### config.mk
export PLATFORM = sky130hd
export DESIGN_NAME = usync_top
export DESIGN_NICKNAME = d
export VERILOG_FILES = /design/src/rtl/usync_pkg.sv /design/src/rtl/usync_top.sv
export SDC_FILE = /design/constraint.sdc
export NUM_CORES = 1
export LEC_CHECK = 0
export BUFFER_PORTS_ARGS = -buffer_cell sky130_fd_sc_hd__buf_2
export CAP_MARGIN = 20
export CORE_ASPECT_RATIO = 2
export CORE_MARGIN = 4
export CORE_UTILIZATION = 44
export DETAILED_ROUTE_END_ITERATION = 7
export GPL_ROUTABILITY_DRIVEN = 0
export MAX_ROUTING_LAYER = met4
export PLACE_DENSITY = 0.77
export SYNTH_ARGS = -nofsm -noshare
export SYNTH_HDL_FRONTEND = slang
export SYNTH_SLANG_ARGS = --single-unit
### constraint.sdc
create_clock -name clk_i -period 3.5 [get_ports clk_i]
set_input_delay 1.05 -clock clk_i [delete_from_list [all_inputs] [get_ports clk_i]]
set_output_delay 1.05 -clock clk_i [all_outputs]
set_load 0.02 [all_outputs]
### src/rtl/usync_pkg.sv
// Register map, field positions and encodings of the synchronous serial port.
// Function
// RULE1 - Either receive enable starts reception in synchronous mode.
// RULE2 - Receive data is sampled on the falling shift-clock edge.
// RULE3 - Single-receive enable alone receives exactly one word.
// RULE4 - Continuous-receive enable keeps receiving words until software clears it.
// RULE5 - With both enables set, continuous reception wins.
// RULE6 - Software programs divisor bytes and divisor width before master reception.
// RULE7 - Sync select, port enable and clock source together make master; device drives clock.
// RULE8 - Software keeps both receive enables clear until the last setup step.
// RULE9 - In nine-bit reception the ninth bit and errors show in receive status.
// RULE10 - Each received word sets the receive flag; request raised if enabled.
// RULE11 - Lower eight received bits are readable in the receive buffer.
// RULE12 - Clearing continuous-receive enable clears the receive error state.
// RULE13 - Clock source select clear means slave; clock taken from the pin.
// RULE14 - Slave mode keeps shifting on the external clock during low power.
// RULE15 - Slave mode matches master mode except for sleep behaviour.
// RULE16 - First of two written words moves to the shifter at once.
// RULE17 - Second word waits, flag clear, until the first has shifted out.
// RULE18 - Transmit flag with its enable set wakes the processor from sleep.
// RULE19 - Software sets up slave transmission with both receive enables clear.
// RULE20 - Software writes the transmit ninth bit before loading the buffer.
// RULE21 - Shifting starts only when transmit enable is set and data written.
// RULE22 - Master drives the shift clock; its idle level follows clock polarity.
// RULE23 - Transmit flag clears only when the transmit buffer is written.
// RULE24 - Read-only shifter-empty status is set whenever the shifter holds nothing.
// RULE25 - After a single-word reception the device clears single-receive enable.
package usync_pkg;

	// Register offsets (byte addresses on the bus)
	localparam int       OFS_W     = 5;
	localparam logic [4:0] OFS_RX_CTRL = 5'h00;
	localparam logic [4:0] OFS_RX_BUF  = 5'h04;
	localparam logic [4:0] OFS_TX_CTRL = 5'h08;
	localparam logic [4:0] OFS_BAUD    = 5'h0C;
	localparam logic [4:0] OFS_DIV_HI  = 5'h10;
	localparam logic [4:0] OFS_DIV_LO  = 5'h14;
	localparam logic [4:0] OFS_TX_BUF  = 5'h18;
	localparam logic [4:0] OFS_INT     = 5'h1C;

	// Receive status/control fields
	localparam int BIT_PORT_EN   = 7;
	localparam int BIT_NINE_RX   = 6;
	localparam int BIT_SINGLE_RX = 5;
	localparam int BIT_CONT_RX   = 4;
	localparam int BIT_FRAME_ERR = 2;
	localparam int BIT_OVERRUN   = 1;
	localparam int BIT_RX_NINTH  = 0;

	// Transmit status/control fields
	localparam int BIT_CLK_SRC   = 7;
	localparam int BIT_NINE_TX   = 6;
	localparam int BIT_TX_EN     = 5;
	localparam int BIT_SYNC_SEL  = 4;
	localparam int BIT_SR_EMPTY  = 1;
	localparam int BIT_TX_NINTH  = 0;

	// Baud control fields
	localparam int BIT_CLK_POL   = 4;
	localparam int BIT_WIDE_DIV  = 3;

	// Interrupt flag/enable register fields
	localparam int BIT_RX_FLAG   = 0;
	localparam int BIT_TX_FLAG   = 1;
	localparam int BIT_RX_IE     = 4;
	localparam int BIT_TX_IE     = 5;

	// Reset values and word lengths
	localparam logic [7:0]  RST_BYTE   = 8'h00;
	localparam logic [15:0] RST_HALF   = 16'h0000;
	localparam logic        RST_BIT    = 1'h0;
	localparam logic [3:0]  WORD_SHORT = 4'h8;
	localparam logic [3:0]  WORD_LONG  = 4'h9;

	typedef enum logic [1:0] {
		RX_IDLE  = 2'b01,
		RX_SHIFT = 2'b10
	} usync_rx_state_t;

endpackage

### src/rtl/usync_top.sv
// Synchronous serial port: master reception and slave transmission behind APB.
//
// Local design decisions: register access over APB and the address map.
`timescale 1ns/1ns
module usync_top import usync_pkg::*; #(
	parameter int ADDR_W = 12
) (
	// Clock and reset
	input  wire logic              clk_i,
	input  wire logic              rst_n_i,
	// APB slave
	input  wire logic              psel_i,
	input  wire logic              penable_i,
	input  wire logic              pwrite_i,
	input  wire logic [ADDR_W-1:0] paddr_i,
	input  wire logic [31:0]       pwdata_i,
	output logic      [31:0]       prdata_o,
	output logic                   pready_o,
	output logic                   pslverr_o,
	// Processor state and requests
	input  wire logic              sleep_i,
	output logic                   irq_o,
	output logic                   wake_o,
	// Shift clock pin
	input  wire logic              shift_clock_pin_i,
	output logic                   shift_clock_pin_o,
	output logic                   shift_clock_pin_oe_o,
	// Shared data pin
	input  wire logic              shared_data_pin_i,
	output logic                   shared_data_pin_o,
	output logic                   shared_data_pin_oe_o
);

	if (ADDR_W < OFS_W) begin : g_bad_addr_w
		$error("ADDR_W too narrow for the register map");
	end

	// Control and status state
	logic            serial_port_enable, nine_bit_receive_select;
	logic            single_receive_enable, continuous_receive_enable;
	logic            overrun_error_flag, received_ninth_bit, receive_interrupt_flag;
	logic            clock_source_select, nine_bit_transmit_select, transmit_enable_bit;
	logic            sync_select, transmit_ninth_bit, clock_idle_polarity, wide_divisor_select;
	logic            receive_interrupt_enable, transmit_interrupt_enable;
	logic [7:0]      baud_divisor_high, baud_divisor_low, receive_buffer, transmit_buffer;
	logic            tbuf_full, tsr_full;
	logic [8:0]      transmit_shift_register, rsr;
	logic [3:0]      rx_cnt, tx_cnt;
	logic [15:0]     half_cnt;
	logic            phase;
	usync_rx_state_t rx_state;
	logic            ck_meta, ck_sync, ck_prev, dt_meta, dt_sync;

	// Bus decode
	logic       bus_acc, bus_wr, bus_rd, bus_first;
	logic [7:0] next_rdata;

	function automatic logic reg_sel(input logic [ADDR_W-1:0] a, input logic [4:0] ofs);
		reg_sel = ((a >> OFS_W) == '0) && (a[OFS_W-1:0] == ofs);
	endfunction

	function automatic logic addr_ok(input logic [ADDR_W-1:0] a);
		addr_ok = ((a >> OFS_W) == '0) && (a[1:0] == 2'h0);
	endfunction

	assign bus_first = psel_i & penable_i & ~pready_o;
	assign bus_acc   = psel_i & penable_i & pready_o;
	assign bus_wr    = bus_acc & pwrite_i & addr_ok(paddr_i);
	assign bus_rd    = bus_acc & ~pwrite_i & addr_ok(paddr_i);

	// Derived modes
	logic        master_en, slave_en, rx_go, tx_go, tx_move, transmit_interrupt_flag;
	logic        half_end, smp_take, rx_done, rx_accept, ck_rise, ck_fall;
	logic        wr_rx_ctrl, wr_tx_buf, rd_rx_buf;
	logic [3:0]  rx_words, tx_words, cnt_next;
	logic [15:0] divisor;
	logic [8:0]  next_rsr;

	assign master_en = serial_port_enable & sync_select & clock_source_select; // see RULE7
	assign slave_en  = serial_port_enable & sync_select & ~clock_source_select; // see RULE13
	// Continuous enable dominates through the rx_done checks that keep RX_SHIFT and keep single enable set
	assign rx_go     = master_en & (single_receive_enable | continuous_receive_enable)
		& ~overrun_error_flag & ~sleep_i; // see RULE1
	assign tx_go     = slave_en & transmit_enable_bit; // see RULE21
	assign divisor   = wide_divisor_select ? {baud_divisor_high, baud_divisor_low}
		: {RST_BYTE, baud_divisor_low};
	assign rx_words  = nine_bit_receive_select ? WORD_LONG : WORD_SHORT;
	assign tx_words  = nine_bit_transmit_select ? WORD_LONG : WORD_SHORT;
	assign half_end  = (half_cnt == RST_HALF);
	assign wr_rx_ctrl = bus_wr & reg_sel(paddr_i, OFS_RX_CTRL);
	assign wr_tx_buf  = bus_wr & reg_sel(paddr_i, OFS_TX_BUF);
	assign rd_rx_buf  = bus_rd & reg_sel(paddr_i, OFS_RX_BUF);

	// Falling clock edge: idle-low clock falls leaving the active half, idle-high entering it
	assign smp_take = (rx_state == RX_SHIFT) & rx_go & half_end
		& (phase ^ clock_idle_polarity); // see RULE2
	assign cnt_next = rx_cnt + {3'h0, smp_take};
	assign rx_done  = (rx_state == RX_SHIFT) & rx_go & half_end & phase & (cnt_next == rx_words);
	assign rx_accept = rx_done & (~receive_interrupt_flag | rd_rx_buf);

	always_comb begin
		next_rsr = rsr;
		if (smp_take && rx_cnt < WORD_LONG) begin
			next_rsr[rx_cnt] = dt_sync;
		end
	end

	// Pin synchronisers; the first stage is never looked at
	always_ff @(posedge clk_i) begin
		if (!rst_n_i) begin
			ck_meta <= RST_BIT;
			ck_sync <= RST_BIT;
			ck_prev <= RST_BIT;
			dt_meta <= RST_BIT;
			dt_sync <= RST_BIT;
		end else begin
			ck_meta <= shift_clock_pin_i;
			ck_sync <= ck_meta;
			ck_prev <= ck_sync;
			dt_meta <= shared_data_pin_i;
			dt_sync <= dt_meta;
		end
	end

	// Polarity applies to the external clock as well, as in master mode
	assign ck_rise = (ck_sync ^ clock_idle_polarity) & ~(ck_prev ^ clock_idle_polarity);
	assign ck_fall = ~(ck_sync ^ clock_idle_polarity) & (ck_prev ^ clock_idle_polarity);

	// Master receive sequencer and clock generator
	always_ff @(posedge clk_i) begin
		if (!rst_n_i) begin
			rx_state <= RX_IDLE;
			half_cnt <= RST_HALF;
			phase    <= RST_BIT;
			rx_cnt   <= 4'h0;
			rsr      <= 9'h000;
		end else begin
			unique case (rx_state)
				RX_IDLE: begin
					phase <= RST_BIT;
					if (rx_go) begin // see RULE1
						rx_state <= RX_SHIFT;
						half_cnt <= divisor;
						rx_cnt   <= 4'h0;
					end
				end
				RX_SHIFT: begin
					if (!rx_go) begin
						rx_state <= RX_IDLE;
						phase    <= RST_BIT;
					end else if (half_end) begin
						half_cnt <= divisor;
						phase    <= ~phase;
						rsr      <= next_rsr; // see RULE2
						rx_cnt   <= rx_done ? 4'h0 : cnt_next;
						// Single word ends here; continuous keeps shifting
						if (rx_done && !continuous_receive_enable) begin // see RULE4 RULE5
							rx_state <= RX_IDLE; // see RULE3
						end
					end else begin
						half_cnt <= half_cnt - 16'h0001;
					end
				end
			endcase
		end
	end

	// Receive status, data and single-enable auto clear
	always_ff @(posedge clk_i) begin
		if (!rst_n_i) begin
			receive_buffer         <= RST_BYTE;
			received_ninth_bit     <= RST_BIT;
			receive_interrupt_flag <= RST_BIT;
			overrun_error_flag     <= RST_BIT;
			single_receive_enable  <= RST_BIT;
			continuous_receive_enable <= RST_BIT;
			serial_port_enable     <= RST_BIT;
			nine_bit_receive_select <= RST_BIT;
		end else begin
			if (wr_rx_ctrl) begin
				serial_port_enable        <= pwdata_i[BIT_PORT_EN];
				nine_bit_receive_select   <= pwdata_i[BIT_NINE_RX];
				continuous_receive_enable <= pwdata_i[BIT_CONT_RX];
				if (!pwdata_i[BIT_CONT_RX]) begin
					overrun_error_flag <= RST_BIT; // see RULE12
				end
			end
			if (wr_rx_ctrl) begin
				single_receive_enable <= pwdata_i[BIT_SINGLE_RX];
			end else if (rx_done && !continuous_receive_enable) begin
				single_receive_enable <= RST_BIT; // see RULE25
			end
			if (rd_rx_buf) begin
				receive_interrupt_flag <= RST_BIT;
			end
			// Set wins over a read in the same cycle
			if (rx_accept) begin
				receive_buffer         <= next_rsr[7:0]; // see RULE11
				received_ninth_bit     <= nine_bit_receive_select & next_rsr[8]; // see RULE9
				receive_interrupt_flag <= 1'h1; // see RULE10
			end else if (rx_done) begin
				overrun_error_flag     <= 1'h1; // see RULE9
			end
		end
	end

	// Transmit buffer and slave shifter; no sleep gating here on purpose
	assign tx_move = tx_go & tbuf_full & ~tsr_full; // see RULE16
	assign transmit_interrupt_flag = ~tbuf_full; // see RULE23

	always_ff @(posedge clk_i) begin
		if (!rst_n_i) begin
			transmit_buffer <= RST_BYTE;
			tbuf_full       <= RST_BIT;
		end else begin
			if (tx_move) begin
				tbuf_full <= RST_BIT; // see RULE17
			end
			if (wr_tx_buf) begin
				transmit_buffer <= pwdata_i[7:0];
				tbuf_full       <= 1'h1; // see RULE23
			end
		end
	end

	always_ff @(posedge clk_i) begin
		if (!rst_n_i) begin
			transmit_shift_register <= 9'h000;
			tsr_full <= RST_BIT;
			tx_cnt   <= 4'h0;
		end else if (!tx_go) begin
			tsr_full <= RST_BIT;
			tx_cnt   <= 4'h0;
		end else if (tx_move) begin
			transmit_shift_register <= {nine_bit_transmit_select & transmit_ninth_bit,
				transmit_buffer}; // see RULE21
			tsr_full <= 1'h1;
			tx_cnt   <= 4'h0;
		end else if (tsr_full) begin
			// Bit 0 stands from load; later bits advance on each following rising edge
			if (ck_rise && tx_cnt != 4'h0) begin
				transmit_shift_register <= transmit_shift_register >> 1; // see RULE14
			end
			if (ck_fall) begin
				tx_cnt <= tx_cnt + 4'h1;
				if (tx_cnt + 4'h1 == tx_words) begin
					tsr_full <= RST_BIT; // see RULE17
				end
			end
		end
	end

	// Remaining configuration registers
	always_ff @(posedge clk_i) begin
		if (!rst_n_i) begin
			clock_source_select <= RST_BIT;
			nine_bit_transmit_select <= RST_BIT;
			transmit_enable_bit <= RST_BIT;
			sync_select         <= RST_BIT;
			transmit_ninth_bit  <= RST_BIT;
			clock_idle_polarity <= RST_BIT;
			wide_divisor_select <= RST_BIT;
			baud_divisor_high   <= RST_BYTE;
			baud_divisor_low    <= RST_BYTE;
			receive_interrupt_enable  <= RST_BIT;
			transmit_interrupt_enable <= RST_BIT;
		end else if (bus_wr) begin
			if (reg_sel(paddr_i, OFS_TX_CTRL)) begin
				clock_source_select <= pwdata_i[BIT_CLK_SRC];
				nine_bit_transmit_select <= pwdata_i[BIT_NINE_TX];
				transmit_enable_bit <= pwdata_i[BIT_TX_EN];
				sync_select         <= pwdata_i[BIT_SYNC_SEL];
				transmit_ninth_bit  <= pwdata_i[BIT_TX_NINTH];
			end
			if (reg_sel(paddr_i, OFS_BAUD)) begin
				clock_idle_polarity <= pwdata_i[BIT_CLK_POL];
				wide_divisor_select <= pwdata_i[BIT_WIDE_DIV];
			end
			if (reg_sel(paddr_i, OFS_DIV_HI)) begin
				baud_divisor_high <= pwdata_i[7:0];
			end
			if (reg_sel(paddr_i, OFS_DIV_LO)) begin
				baud_divisor_low <= pwdata_i[7:0];
			end
			if (reg_sel(paddr_i, OFS_INT)) begin
				receive_interrupt_enable  <= pwdata_i[BIT_RX_IE];
				transmit_interrupt_enable <= pwdata_i[BIT_TX_IE];
			end
		end
	end

	// Read mux
	always_comb begin
		next_rdata = RST_BYTE;
		unique case (paddr_i[OFS_W-1:0])
			OFS_RX_CTRL: begin
				next_rdata[BIT_PORT_EN]   = serial_port_enable;
				next_rdata[BIT_NINE_RX]   = nine_bit_receive_select;
				next_rdata[BIT_SINGLE_RX] = single_receive_enable;
				next_rdata[BIT_CONT_RX]   = continuous_receive_enable;
				next_rdata[BIT_OVERRUN]   = overrun_error_flag;
				next_rdata[BIT_RX_NINTH]  = received_ninth_bit;
			end
			OFS_RX_BUF:  next_rdata = receive_buffer;
			OFS_TX_CTRL: begin
				next_rdata[BIT_CLK_SRC]  = clock_source_select;
				next_rdata[BIT_NINE_TX]  = nine_bit_transmit_select;
				next_rdata[BIT_TX_EN]    = transmit_enable_bit;
				next_rdata[BIT_SYNC_SEL] = sync_select;
				next_rdata[BIT_SR_EMPTY] = ~tsr_full; // see RULE24
				next_rdata[BIT_TX_NINTH] = transmit_ninth_bit;
			end
			OFS_BAUD: begin
				next_rdata[BIT_CLK_POL]  = clock_idle_polarity;
				next_rdata[BIT_WIDE_DIV] = wide_divisor_select;
			end
			OFS_DIV_HI:  next_rdata = baud_divisor_high;
			OFS_DIV_LO:  next_rdata = baud_divisor_low;
			OFS_TX_BUF:  next_rdata = transmit_buffer;
			OFS_INT: begin
				next_rdata[BIT_RX_FLAG] = receive_interrupt_flag;
				next_rdata[BIT_TX_FLAG] = transmit_interrupt_flag;
				next_rdata[BIT_RX_IE]   = receive_interrupt_enable;
				next_rdata[BIT_TX_IE]   = transmit_interrupt_enable;
			end
			default:     next_rdata = RST_BYTE;
		endcase
	end

	// APB answer: one wait state keeps every output registered
	always_ff @(posedge clk_i) begin
		if (!rst_n_i) begin
			pready_o  <= RST_BIT;
			pslverr_o <= RST_BIT;
			prdata_o  <= 32'h00000000;
		end else begin
			pready_o  <= bus_first;
			pslverr_o <= bus_first & ~addr_ok(paddr_i);
			if (bus_first && !pwrite_i && addr_ok(paddr_i)) begin
				prdata_o <= {24'h000000, next_rdata};
			end
		end
	end

	// Pins and requests
	always_ff @(posedge clk_i) begin
		if (!rst_n_i) begin
			shift_clock_pin_o    <= RST_BIT;
			shift_clock_pin_oe_o <= RST_BIT;
			shared_data_pin_o    <= RST_BIT;
			shared_data_pin_oe_o <= RST_BIT;
			irq_o  <= RST_BIT;
			wake_o <= RST_BIT;
		end else begin
			shift_clock_pin_o    <= clock_idle_polarity ^ phase; // see RULE22
			shift_clock_pin_oe_o <= master_en; // see RULE7
			shared_data_pin_o    <= transmit_shift_register[0];
			shared_data_pin_oe_o <= tx_go; // see RULE15
			irq_o  <= (receive_interrupt_flag & receive_interrupt_enable)
				| (transmit_interrupt_flag & transmit_interrupt_enable); // see RULE10
			wake_o <= sleep_i & transmit_interrupt_flag & transmit_interrupt_enable; // see RULE18
		end
	end
endmodule // usync_top

==> results of run 1 <==
[cells in the final DEF (no fill, tap or decap), drive strengths merged, types with 5 or more instances in the layout]
master,count
nor4,7
a22oi,9
inv,9
o21ai,42
or3,5
nor2b,35
clkbuf,18
xnor2,5
conb,24
o211a,7
a21oi,31
a21boi,18
a31oi,7
nand3,21
nand2b,6
nand2,48
nor2,56
clkinv,6
nor3,14
buf,61
mux2i,61
ha,5
dfxtp,116
o211ai,5
and3,8
and2,16
[stage by stage]
stage	cell area, um^2	hold WS, ps	instances
after global routing	6630	449	857
after floorplan	5890	412	680
after CTS	6620	435	857
after detailed placement	6090	417	828
final	6630	430	857
after global placement	6090	418	828
[path summary, 6_finish.rpt]
check                                              start                              to  slack [ps]  cells past startpoint
worst min register to register        ck_meta$_SDFF_PN0_              ck_sync$_SDFF_PN0_         430                      1
worst max register to register  half_cnt[0]$_SDFFE_PN0P_  receive_buffer[5]$_SDFFE_PN0P_         240                     14
worst min-delay path                  ck_meta$_SDFF_PN0_              ck_sync$_SDFF_PN0_         430                      1
worst max-delay path                             sleep_i  receive_buffer[5]$_SDFFE_PN0P_         210                     13
[flip-flops by register name, summed over array words and instances, names as in the netlist, 2 cells and up]
signal,cells
receive_buffer,8
rx_state,2
transmit_buffer,8
prdata_o,8
baud_divisor_high,8
rsr,9
transmit_shift_register,9
tx_cnt,4
half_cnt,16
baud_divisor_low,8
rx_cnt,4
[worst register-to-register path, stage by stage (launching register included)]
cell and delay [ps]:
dfxtp_1 340, inv_1 70, ha_1 220, or4b_4 540, nor2_8 190, nand3_1 90, nor2_1 140, ha_1 190
ha_1 250, nor4b_2 340, nand4_1 230, nor2_4 200, buf_12 150, o21ai_0 80, a21oi_1 140
[what timing repair did]
| item | CTS | global route |
|---|---|---|
| hold buffers | 0 | 0 |
| resized for setup | 0 | 2 |
| hold endpoints to repair | 0 | 0 |
| endpoints found under the setup margin | 0 | 12 |
[power by group through the flow]
stage | clock network [W] | logic [W] | registers [W]
after floorplan | 0 | 0.000148 | 0.00137
after global placement | 0 | 0.000185 | 0.00137
after detailed placement | 0 | 0.000186 | 0.00137
after CTS | 0.00158 | 0.000187 | 0.00134
after global routing | 0.00165 | 0.000205 | 0.00134
final | 0.00157 | 0.000189 | 0.00134
[per-layer routing]
layer	up-vias	share of wire
met2	168	0.54
li1	2360	-
met1	2365	0.35
met3	65	0.040
met4	0	0.068
met5	-	0
[logic make-up after synthesis]
family | after synthesis | synth area share
AOI/OAI and AO/OA | 141 | 0.157
xor gates and xnor gates | 9 | 0.0136
adders and majority gates | 5 | 0.0108
buffers and inverters | 74 | 0.0681
DFF | 116 | 0.400
muxes | 67 | 0.121
other | 1 | 0.000646
and+or+nand+nor | 244 | 0.230
[final cells by class]
| cell class | count | area, um^2 |
|---|---|---|
| Clock buffer | 18 | 439 |
| Clock inverter | 11 | 90.1 |
| Fill cell | 1207 | 6360 |
| Inverter | 9 | 33.8 |
| Multi-Input combinational cell | 490 | 3190 |
| Sequential cell | 116 | 2320 |
| Tap cell | 152 | 190 |
| Timing Repair Buffer | 61 | 363 |
==> run summary, run 1 <==
The maximum buffer depth of the clock tree is 2. The flow ran to the end, and the final reports show no timing, DRC or antenna violations. The final layout contains routed wiring with a total length of 15.5 mm. Entering global routing, the biggest net connects 59 pins. The mean instance size in the synthesized netlist is ~8.8 um^2. The initial utilization of the core area, before any placement, comes to 0.447. The share of synthesized area in the top cell type comes to 0.400. Relative to the synthesized area, the layout overhead comes to 14.1%. Traced cell by cell, the critical path runs through buf_2 -> or2_2 -> nor4_2 -> nand3_1 -> nor2_1 -> ha_1 -> ha_1 -> nor4b_2 -> nand4_1 -> nor2_4 -> buf_12 -> o21ai_0 -> a21oi_1.

The commonest cells after synthesis are 116 x dfxtp_1, 61 x mux2i_1, 52 x nor2_1. The number of maximum-capacitance violations is 0. The slowest stage of the critical path is the nor4b_2 cell.

The number of inserted diodes is 0. The TritonCTS clock tree is built. For met2 alone, demand over resource in global routing was 0.383.

Counting flops with an async set or reset pin after synthesis yields a share of 0. The count of nets after finishing is 752. The endpoint type of the worst setup path is a register.

In this run the worst path has a maximum fanout of 17. The post-CTS setup-driven buffer insertion count is 0. Grouping stages by cell kind, the critical path spends the most delay in simple AND/OR/NAND/NOR gates. The remaining global-route overflow is 0. The global routing stage identified its most utilized layer as met2. The biggest area consumer among synthesized cells is dfxtp_1.

The count of endpoints failing setup in the final report came out at 0. The net switching component of the power is about 0.00074 W. The via count of the first global-routing pass is around 4900.

Synthesis inferred 116 register bits. The cell area after synthesis came out at roughly 5800 um^2. The cell that appears most often on the critical path is ha_1. The placeable core area came out at 13000 um^2.

The number of buffers created by CTS came out at 17. The start-to-end type of the worst setup path is in2reg. The share of total power dissipated in sequential elements is 0.433. In the global route stage, met3 resource usage came out at 0.0465. The detail-routed net length per standard cell came out at about 18 um.

STA classifies the critical path startpoint as an input port. The most frequent cell after synthesis is dfxtp_1. The fraction of layout instances using a drive strength above 1 is 0.162. The total internal power is between 0.002 and 0.0025 W. The clock network latency to the later pin of the worst-skew pair came out at around 410 ps. The min-delay analysis places its worst path in the category reg2reg. During placement, the flow inserted port buffers numbering 43.

The initial DRC count is ~250. The root buffer cell is clkbuf_16. The number of buffers and inverters on the critical path is 2.

The I/O pin total is 92. The fraction of met1 tracks used by global routing came out at 0.203. After detailed routing, the number of remaining DRC violations is 0. For the worst setup path, the data required time is about 3800 ps.

The cell row count came out at 59. After layout, the minimum clock period comes to ~3300 ps. Synthesis produced between 600 and 700 cells.

Of the total power, the clock network draws 0.506. Of the available clock period, the critical path in the final layout requires 0.940. Setup repair after global routing left no endpoint under its margin. The HPWL after detailed placement is roughly 11 mm.

For the pin with the worst max-slew slack, the measured transition is between 800 and 900 ps. The clock-pin slew of the registers on the worst-case setup and hold paths came out at ~50 ps. The post-detailed-route count of antenna-violating nets is 0.

On the worst path, the slowest cell contributes a delay of 340 ps. The first-pass detailed-route iteration total is 5. Ranked by total cell area, the synthesized netlist is headed by dfxtp_1 40%, mux2i_1 11%, nor2b_1 3.8%. The leading register cell type out of synthesis is dfxtp_1. The net switching fraction of the power came out at 0.239. The mean number of vias per cell is a little under 6. The upper clock frequency limit is approximately 300 MHz. The final number of hold-violating endpoints is 0. The final worst-path setup slack is roughly 210 ps.

The overall global routing resource usage came out at 0.220. For the final database, setup skew stands at roughly 8.7 ps. The portion of total power attributed to combinational logic came out at 0.061.

The maximum level of the CTS H-tree is 4. The global-route wire length before repair is around 24 mm. The number of antenna violations at the first check in global routing came to 0. The sequential fraction of the synthesis area came out at 0.400.

The number of sinks on the clock net is between 100 and 150. Data on the critical path arrives at its endpoint at roughly 3600 ps. The worst vdd rail ir drop is 0.360 mV. The die outline height is approximately 170 um.

The headroom to the max-slew limit came out at 0.422. Yosys mapped the design onto between 60 and 70 distinct sky130hd cell types. The overall via count from detail_route is approximately 5000. The number of slew-limit violations in the final report came to 0. From left edge to right edge, the die measures a little under 90 um.

The total power divided by cell area came out at about 470 nW/um^2. The final-layout setup total negative slack came out at 0 ps. The number of enable flip-flop cells after synthesis is 0. The worst slack after detailed placement came out at -401 ps. The floorplan step defined a die boundary enclosing ~15000 um^2. After layout, the design draws a total of 0.00310 W. During synthesis, Yosys emitted a total of 0 warnings.

Measured on the finished design, the core utilization comes to 0.510. Summed over all cells, the static leakage comes to about 2.6 nW.
Note: power is estimated with default switching activity, not from simulation.
==> run 2: changes to the inputs <==
- PLACE_DENSITY: 0.77 -> 0.78
==> run 2 against run 1 <==
  * Core utilization about the same
  * Routed wire length grew 0.37%
  * Combinational power is essentially flat
  * Clock power rose by 4%
  * Hold slack improved by 4.3 ps
  * Register-to-register slack hardly changed
  * Via count shrank 0.26%
==> run summary, run 2 (same netlist as run 1, synthesis figures left out) <==
The number of inserted diodes is 0 (unchanged). The beginning of the worst register-to-register path is half_cnt[0]$_SDFFE_PN0P_ (unchanged). The largest net degree at the start of global routing is 56 (was 59).

The area added between synthesis and finish came out at 14.2% (was 14.1%). The instance area after placement came to 6070 um^2 (was 6090 um^2). The placeable core area is 13000 um^2 (unchanged). The fraction of the core area covered by cells at the end of the flow is 0.510 (about the same). The most common cell after layout, fill and taps aside is dfxtp_1 (unchanged). The remaining global-route overflow is 0 (unchanged). The setup slack of the worst register-to-register path came out at 240 ps (about the same). The maximum level of the CTS H-tree is 4 (unchanged). The number of maximum-capacitance violations is 0 (unchanged). The TritonCTS clock tree is built (unchanged). The width of the die came to 89.2 um (unchanged).

Critical Path, Cell by Cell: buf_2 -> or2_2 -> nor4_1 -> nand3_1 -> nor2_1 -> ha_1 -> ha_1 -> nor4b_2 -> nand4_1 -> nor2_4 -> buf_12 -> o21ai_0 -> a21oi_1 (was buf_2 -> or2_2 -> nor4_2 -> nand3_1 -> nor2_1 -> ha_1 -> ha_1 -> nor4b_2 -> nand4_1 -> nor2_4 -> buf_12 -> o21ai_0 -> a21oi_1). The post-detailed-route count of antenna-violating nets was 0 (unchanged). The clock-pin slew of the registers on the worst-case setup and hold paths came out at 60 ps (was 50 ps).

The effective utilization at floorplan is 0.447 (unchanged). The peak per-stage delay on the critical path came to 360 ps (was 340 ps). The endpoint type of the worst setup path was a register (unchanged). The upper clock frequency limit came out at 303 MHz (was 304 MHz).

The critical path's top delay family was simple AND/OR/NAND/NOR gates (unchanged). The count of nets after finishing is 750 (was 752). The worst vdd rail ir drop is 0.452 mV (was 0.360 mV). The critical path launch point type is an input port (unchanged). The mean number of vias per cell is 5.76 (was 5.79).

The type of the worst min-delay path was reg2reg (unchanged). The standard cell with the maximum stage delay on the critical path is nor4_1 (was nor4b_2). Most frequent cells in the layout: 116 x dfxtp_1, 61 x mux2i_1, 52 x nor2_1 (unchanged).

The detailed placer's ending HPWL is 11.3 mm (was 11.4 mm). The critical path data required time came to 3840 ps (about the same). The cell row count is 59 (unchanged). The register with the most flip-flops is half_cnt (unchanged).

The count of endpoints failing setup in the final report is 0 (unchanged). The die outline height is 170 um (unchanged). The count of buffer and inverter cells on the critical path was 2 (unchanged). The static power due to leakage is 2.63 nW (was 2.64 nW). The cell with the most instances on the worst path was ha_1 (unchanged). The worst min-delay path startpoint is dt_meta$_SDFF_PN0_ (was ck_meta$_SDFF_PN0_). The root buffer cell is clkbuf_16 (unchanged). The number of buffers created by CTS came out at 17 (unchanged). The maximum buffer depth of the clock tree is 2 (unchanged). The number of slew-limit violations in the final report came out at 0 (unchanged). The setup skew after layout came to 9.96 ps (was 8.70 ps). The count of input and output buffers is 43 (unchanged).

Setup repair after global routing missed its margin: false (unchanged). The final design instance area without fill came to 6630 um^2 (about the same). Status: complete, no violations (unchanged). The initial DRC count came out at 326 (was 254). The flip-flop count of the largest register after layout came to 16 (unchanged). The die footprint came out at 15200 um^2 (unchanged). The final number of hold-violating endpoints is 0 (unchanged). The post-CTS setup-driven buffer insertion count came out at 0 (unchanged). The detail-routed net length per standard cell is 18.1 um (about the same). The overall via count from detail_route came out at 4945 (was 4958). The headroom to the max-slew limit came out at 0.330 (was 0.422).

The overall global routing resource usage was 0.221 (was 0.220). The count of instances resized after the clock tree is built came to 0 (unchanged). The global-route wire length before repair came out at 24.9 mm (was 24.4 mm). The start-to-end type of the worst setup path is in2reg (unchanged). The via count of the first global-routing pass is 4928 (was 4885). The number of antenna violations at the first check in global routing is 0 (unchanged). The clock network latency to the later pin of the worst-skew pair is 420 ps (was 410 ps).

The capture point of the worst reg-to-reg path is receive_buffer[4]$_SDFFE_PN0P_ (was receive_buffer[5]$_SDFFE_PN0P_). The fraction of layout instances using a drive strength above 1 was 0.157 (was 0.162). The final cycle utilization of the critical path came out at 0.943 (was 0.940). The number of sinks on the clock net came to 116 (unchanged).

The transition time of the tightest slew-check pin is 1000 ps (was 867 ps). The worst path arrival time came out at 3650 ps (was 3630 ps). The number of buffers inserted for hold repair after clock tree synthesis came out at 0 (unchanged). The number of cell instances on the worst register-to-register path came to 14 (unchanged). The post-detailed-routing wire length is 15.6 mm (was 15.5 mm). The remaining routing DRC violations is 0 (unchanged).

The total power divided by cell area came out at 476 nW/um^2 (was 467 nW/um^2). The clock period minus final worst setup slack came out at 3300 ps (was 3290 ps). The capture endpoint of the worst hold path was dt_sync$_SDFF_PN0_ (was ck_sync$_SDFF_PN0_). The first-pass detailed-route iteration total came out at 5 (unchanged). The I/O pin total is 92 (unchanged). The worst-path maximum fanout is 17 (unchanged). Largest registers ranked by flip-flop count: half_cnt (16), rsr (9), transmit_shift_register (9) (unchanged).

The instance count along the most critical hold path is 1 (unchanged).
## run 2: cell types whose count changed in the layout (fill, tap and decap cells not counted)
cell	change
buf_4	-2
clkbuf_1	+3
clkinv_2	-4
clkinv_4	+2
clkinvlp_4	+1
inv_6	+1
nor4_1	+1
nor4_2	-1
## run 2: layout make-up
| class | count | area, um^2 |
|---|---|---|
| well taps | 152 | 190 |
| fillers | 1196 | 6360 |
| clock inverters | 11 | 104 |
| repair buffers | 59 | 348 |
| clock buffers | 21 | 450 |
| multi-input cells | 490 | 3180 |
| flip-flops and latches | 116 | 2320 |
| inverters | 9 | 33.8 |
## run 2: metrics by stage
stage,hold WS [ps],setup TNS [ps],power (W),worst slack (ps),cells
floorplan,412,0,0.00151,120,680
global placement,415,-2570,0.00155,-231,826
detailed placement,424,-3210,0.00155,-294,826
CTS,434,0,0.00317,117,858
global route,449,0,0.00325,10.2,858
finish,434,0,0.00315,198,858
## run 2: routing by layer
metal / vias up / global-route usage / wire, um / part of all wire
met1: 2337 / 0.213 / 5520 / 0.36
li1: 2354 / - / - / -
met2: 171 / 0.369 / 7990 / 0.51
met4: 0 / 0.170 / 1380 / 0.089
met3: 83 / 0.0465 / 656 / 0.042
met5: - / - / 0 / 0
## run 2: worst max-delay path by stage
| stage | from | to | depth (start not counted) |
|---|---|---|---|
| after floorplan | sleep_i | receive_buffer[6]$_SDFFE_PN0P_ | 12 |
| after global routing | half_cnt[0]$_SDFFE_PN0P_ | receive_buffer[2]$_SDFFE_PN0P_ | 14 |
| after global placement | sleep_i | rx_state[1]$_SDFFE_PN0P_ | 13 |
| final | sleep_i | receive_buffer[4]$_SDFFE_PN0P_ | 13 |
| after detailed placement | sleep_i | receive_buffer[4]$_SDFFE_PN0P_ | 13 |
| after CTS | sleep_i | receive_buffer[4]$_SDFFE_PN0P_ | 13 |
## run 2: where the power goes
| part | switching (W) | internal, W |
|---|---|---|
| registers | 0.00000959 | 0.00133 |
| logic | 0.000132 | 0.0000555 |
| clock network | 0.000633 | 0.000994 |
| total | 0.000775 | 0.00238 |
==> run 3: changes to the inputs <==
- CELL_PAD_IN_SITES_DETAIL_PLACEMENT: default -> 0
- CELL_PAD_IN_SITES_GLOBAL_PLACEMENT: default -> 1
- CORE_UTILIZATION: 44 -> 39
- PLACE_DENSITY: 0.78 -> 0.88
==> run 3 against run 2 <==
  * Clock power grew 14%
  * Cell count up 4.7%
  * Sequential cell count unchanged
  * Core utilization fell by 4.2 points
  * Largest power group unchanged
  * Register-to-register slack improved by 30 ps
  * Clock-buffer cell count shrank 3
  * Fmax rose by 1.3%
  * Critical path depth is the same
  * Total power rose by 7.5%
  * Cell area is 2.5% higher
==> run summary, run 3 (same netlist as run 1, synthesis figures left out) <==
The final design instance area without fill is 6800 um^2 (was 6630 um^2). The most common cell after layout, fill and taps aside is dfxtp_1 (unchanged). The global-route wire length before repair is 25.5 mm (was 24.9 mm). The flip-flop count of the largest register after layout came out at 16 (unchanged). Largest registers ranked by flip-flop count: half_cnt (16), rsr (9), transmit_shift_register (9) (unchanged).

The post-detailed-route count of antenna-violating nets came to 0 (unchanged). The clock period minus final worst setup slack came out at 3260 ps (was 3300 ps). The count of nets after finishing came out at 750 (unchanged). The effective utilization at floorplan was 0.400 (was 0.447). The number of inserted diodes is 0 (unchanged).

The die outline height is 181 um (was 170 um). The worst vdd rail ir drop came to 0.481 mV (was 0.452 mV). The number of buffers inserted for hold repair after clock tree synthesis is 0 (unchanged). The critical path launch point type was an input port (unchanged). The setup slack of the worst register-to-register path came out at 270 ps (was 240 ps). The type of the worst min-delay path is reg2reg (unchanged).

The capture point of the worst reg-to-reg path is receive_buffer[0]$_SDFFE_PN0P_ (was receive_buffer[4]$_SDFFE_PN0P_). The power share of the clock group is 0.547 (was 0.516). The register with the most flip-flops is half_cnt (unchanged).

Critical Path, Cell by Cell: buf_2 -> or2_2 -> nor4_4 -> nand3_1 -> nor2_1 -> ha_1 -> ha_1 -> nor4b_4 -> nand4_1 -> nor2_4 -> buf_12 -> o21ai_0 -> a21oi_1 (was buf_2 -> or2_2 -> nor4_1 -> nand3_1 -> nor2_1 -> ha_1 -> ha_1 -> nor4b_2 -> nand4_1 -> nor2_4 -> buf_12 -> o21ai_0 -> a21oi_1). The root buffer cell is clkbuf_16 (unchanged). The I/O pin total came out at 92 (unchanged).

The number of cell instances on the worst register-to-register path is 14 (unchanged). The initial DRC count is 253 (was 326). The net switching fraction of the power was 0.237 (was 0.246).

The clock network latency to the later pin of the worst-skew pair is 420 ps (about the same). The instance area after placement came out at 6130 um^2 (was 6070 um^2). The TritonCTS clock tree is built (unchanged). The worst slack after detailed placement is -281 ps (was -294 ps). The number of maximum-capacitance violations was 0 (unchanged). The final number of hold-violating endpoints is 0 (unchanged). The critical path data required time is 3830 ps (was 3840 ps).

The net switching component of the power is 0.000803 W (was 0.000775 W). The number of antenna violations at the first check in global routing is 0 (unchanged). The start-to-end type of the worst setup path is in2reg (unchanged).

The detail-routed net length per standard cell came to 17.8 um (was 18.1 um). The post-detailed-routing wire length came out at 16.0 mm (was 15.6 mm). The remaining routing DRC violations came out at 0 (unchanged). The placeable core area came out at 14500 um^2 (was 13000 um^2).

Most frequent cells in the layout: 116 x dfxtp_1, 61 x mux2i_1, 52 x nor2_1 (unchanged). The count of buffer and inverter cells on the critical path came out at 2 (unchanged). The fraction of layout instances using a drive strength above 1 is 0.163 (was 0.157). The headroom to the max-slew limit came to 0.368 (was 0.330).

The number of slew-limit violations in the final report came out at 0 (unchanged). The beginning of the worst register-to-register path is half_cnt[0]$_SDFFE_PN0P_ (unchanged). The detailed placer's ending HPWL was 11.8 mm (was 11.3 mm). The maximum buffer depth of the clock tree was 2 (unchanged). The area taken by multi-input logic gates is 3210 um^2 (was 3180 um^2). The endpoint type of the worst setup path is a register (unchanged). The cell row count came to 62 (was 59).

The count of fill cells added during filler insertion came to 1392 (was 1196). The width of the die was 94.3 um (was 89.2 um). The cell with the most instances on the worst path was ha_1 (unchanged). The die footprint is 17000 um^2 (was 15200 um^2). The transition time of the tightest slew-check pin is 947 ps (was 1000 ps).

The final worst-path setup slack came out at 240 ps (was 198 ps). The count of endpoints failing setup in the final report is 0 (unchanged). The first-pass detailed-route iteration total is 5 (unchanged). The via count of the first global-routing pass came out at 4979 (was 4928). The worst-path maximum fanout came out at 16 (was 17). Status: complete, no violations (unchanged). The total power divided by cell area is 499 nW/um^2 (was 476 nW/um^2). The number of buffers created by CTS is 17 (unchanged). The worst path arrival time is 3590 ps (was 3650 ps).

The storage element area came out at 2320 um^2 (unchanged). The static power due to leakage came out at 2.68 nW (was 2.63 nW). The remaining global-route overflow came out at 0 (unchanged). The setup skew after layout came out at 19.2 ps (was 9.96 ps). The portion of total power attributed to combinational logic came out at 0.058 (was 0.059). The area added between synthesis and finish is 17.0% (was 14.2%).

Setup repair after global routing missed its margin: false (unchanged). The number of gates on the worst path with buffers counted came out at 13 (unchanged). The critical path's top delay family is simple AND/OR/NAND/NOR gates (unchanged). The count of input and output buffers is 43 (unchanged). The maximum level of the CTS H-tree came out at 4 (unchanged).

The start point of the critical path is sleep_i (unchanged). The destination of the critical timing path is receive_buffer[0]$_SDFFE_PN0P_ (was receive_buffer[4]$_SDFFE_PN0P_). The peak per-stage delay on the critical path came out at 310 ps (was 360 ps). The total internal power came out at 0.00259 W (was 0.00238 W).

The upper clock frequency limit is 307 MHz (was 303 MHz). The standard cell with the maximum stage delay on the critical path is or2_2 (was nor4_1). The mean number of vias per cell came to 5.45 (was 5.76).

The sequential share of power came out at 0.395 (was 0.425). The number of sinks on the clock net came to 116 (unchanged). The overall via count from detail_route is 4893 (was 4945). The clock-pin slew of the registers on the worst-case setup and hold paths is 60 ps (about the same). The largest net degree at the start of global routing is 68 (was 56). The final cycle utilization of the critical path came out at 0.931 (was 0.943).

The overall global routing resource usage is 0.199 (was 0.221).
[run 3: how the worst min path moves through the flow]
stage | depth (start not counted) | startpoint | to
after floorplan | 1 | ck_meta$_SDFF_PN0_ | ck_sync$_SDFF_PN0_
after global placement | 1 | ck_meta$_SDFF_PN0_ | ck_sync$_SDFF_PN0_
after detailed placement | 1 | ck_meta$_SDFF_PN0_ | ck_sync$_SDFF_PN0_
after CTS | 1 | ck_meta$_SDFF_PN0_ | ck_sync$_SDFF_PN0_
after global routing | 1 | ck_meta$_SDFF_PN0_ | ck_sync$_SDFF_PN0_
final | 1 | ck_meta$_SDFF_PN0_ | ck_sync$_SDFF_PN0_
[run 3: layer usage]
metal,up-vias,part of all wire,wire (um),track usage
met2,163,0.54,8650,0.351
met1,2310,0.35,5620,0.187
li1,2369,-,-,-
met3,51,0.038,600,0.0343
met4,0,0.068,1080,0.142
met5,-,0,0,-
[run 3: layout make-up]
| type | instances | share of cell area |
|---|---|---|
| clock inverter | 14 | 0.0296 |
| sequential | 116 | 0.342 |
| timing repair buffer | 59 | 0.0530 |
| multi-input combinational | 490 | 0.472 |
| tap | 192 | 0.0353 |
| inverter | 9 | 0.00497 |
| clock buffer | 18 | 0.0631 |
[run 3: repair_timing]
item / 4_1_cts / 5_1_grt
setup endpoints to repair: 0 / 12
resized for setup: 0 / 5
buffers inserted: 0 / 1
[run 3: worst register-to-register path, delay by kind of cell, from the launching register on]
family,cells,cell delay (ps)
buffers and inverters,2,220
flip-flops,1,340
adder cells (fa/ha/maj),3,660
AND/OR/NAND/NOR,7,1680
AO/OA/AOI/OAI,2,240
[run 3: through the flow]
stage / utilization / power (W) / setup TNS [ps] / cells / hold slack, ps
final: 0.469 / 0.00339 / 0 / 898 / 434
after global routing: 0.469 / 0.00350 / 0 / 898 / 448
after CTS: 0.466 / 0.00342 / 0 / 897 / 440
after detailed placement: 0.422 / 0.00156 / -3180 / 865 / 427
after global placement: 0.422 / 0.00156 / -1700 / 865 / 417
after floorplan: - / 0.00151 / 0 / 680 / 412
[run 3: power by group through the flow]
stage                     registers (W)  clock network, W  logic [W]
after floorplan                 0.00137                 0   0.000148
after global placement          0.00137                 0   0.000189
after detailed placement        0.00137                 0   0.000193
after CTS                       0.00134           0.00188   0.000193
after global routing            0.00134           0.00194   0.000213
final                           0.00134           0.00186   0.000196
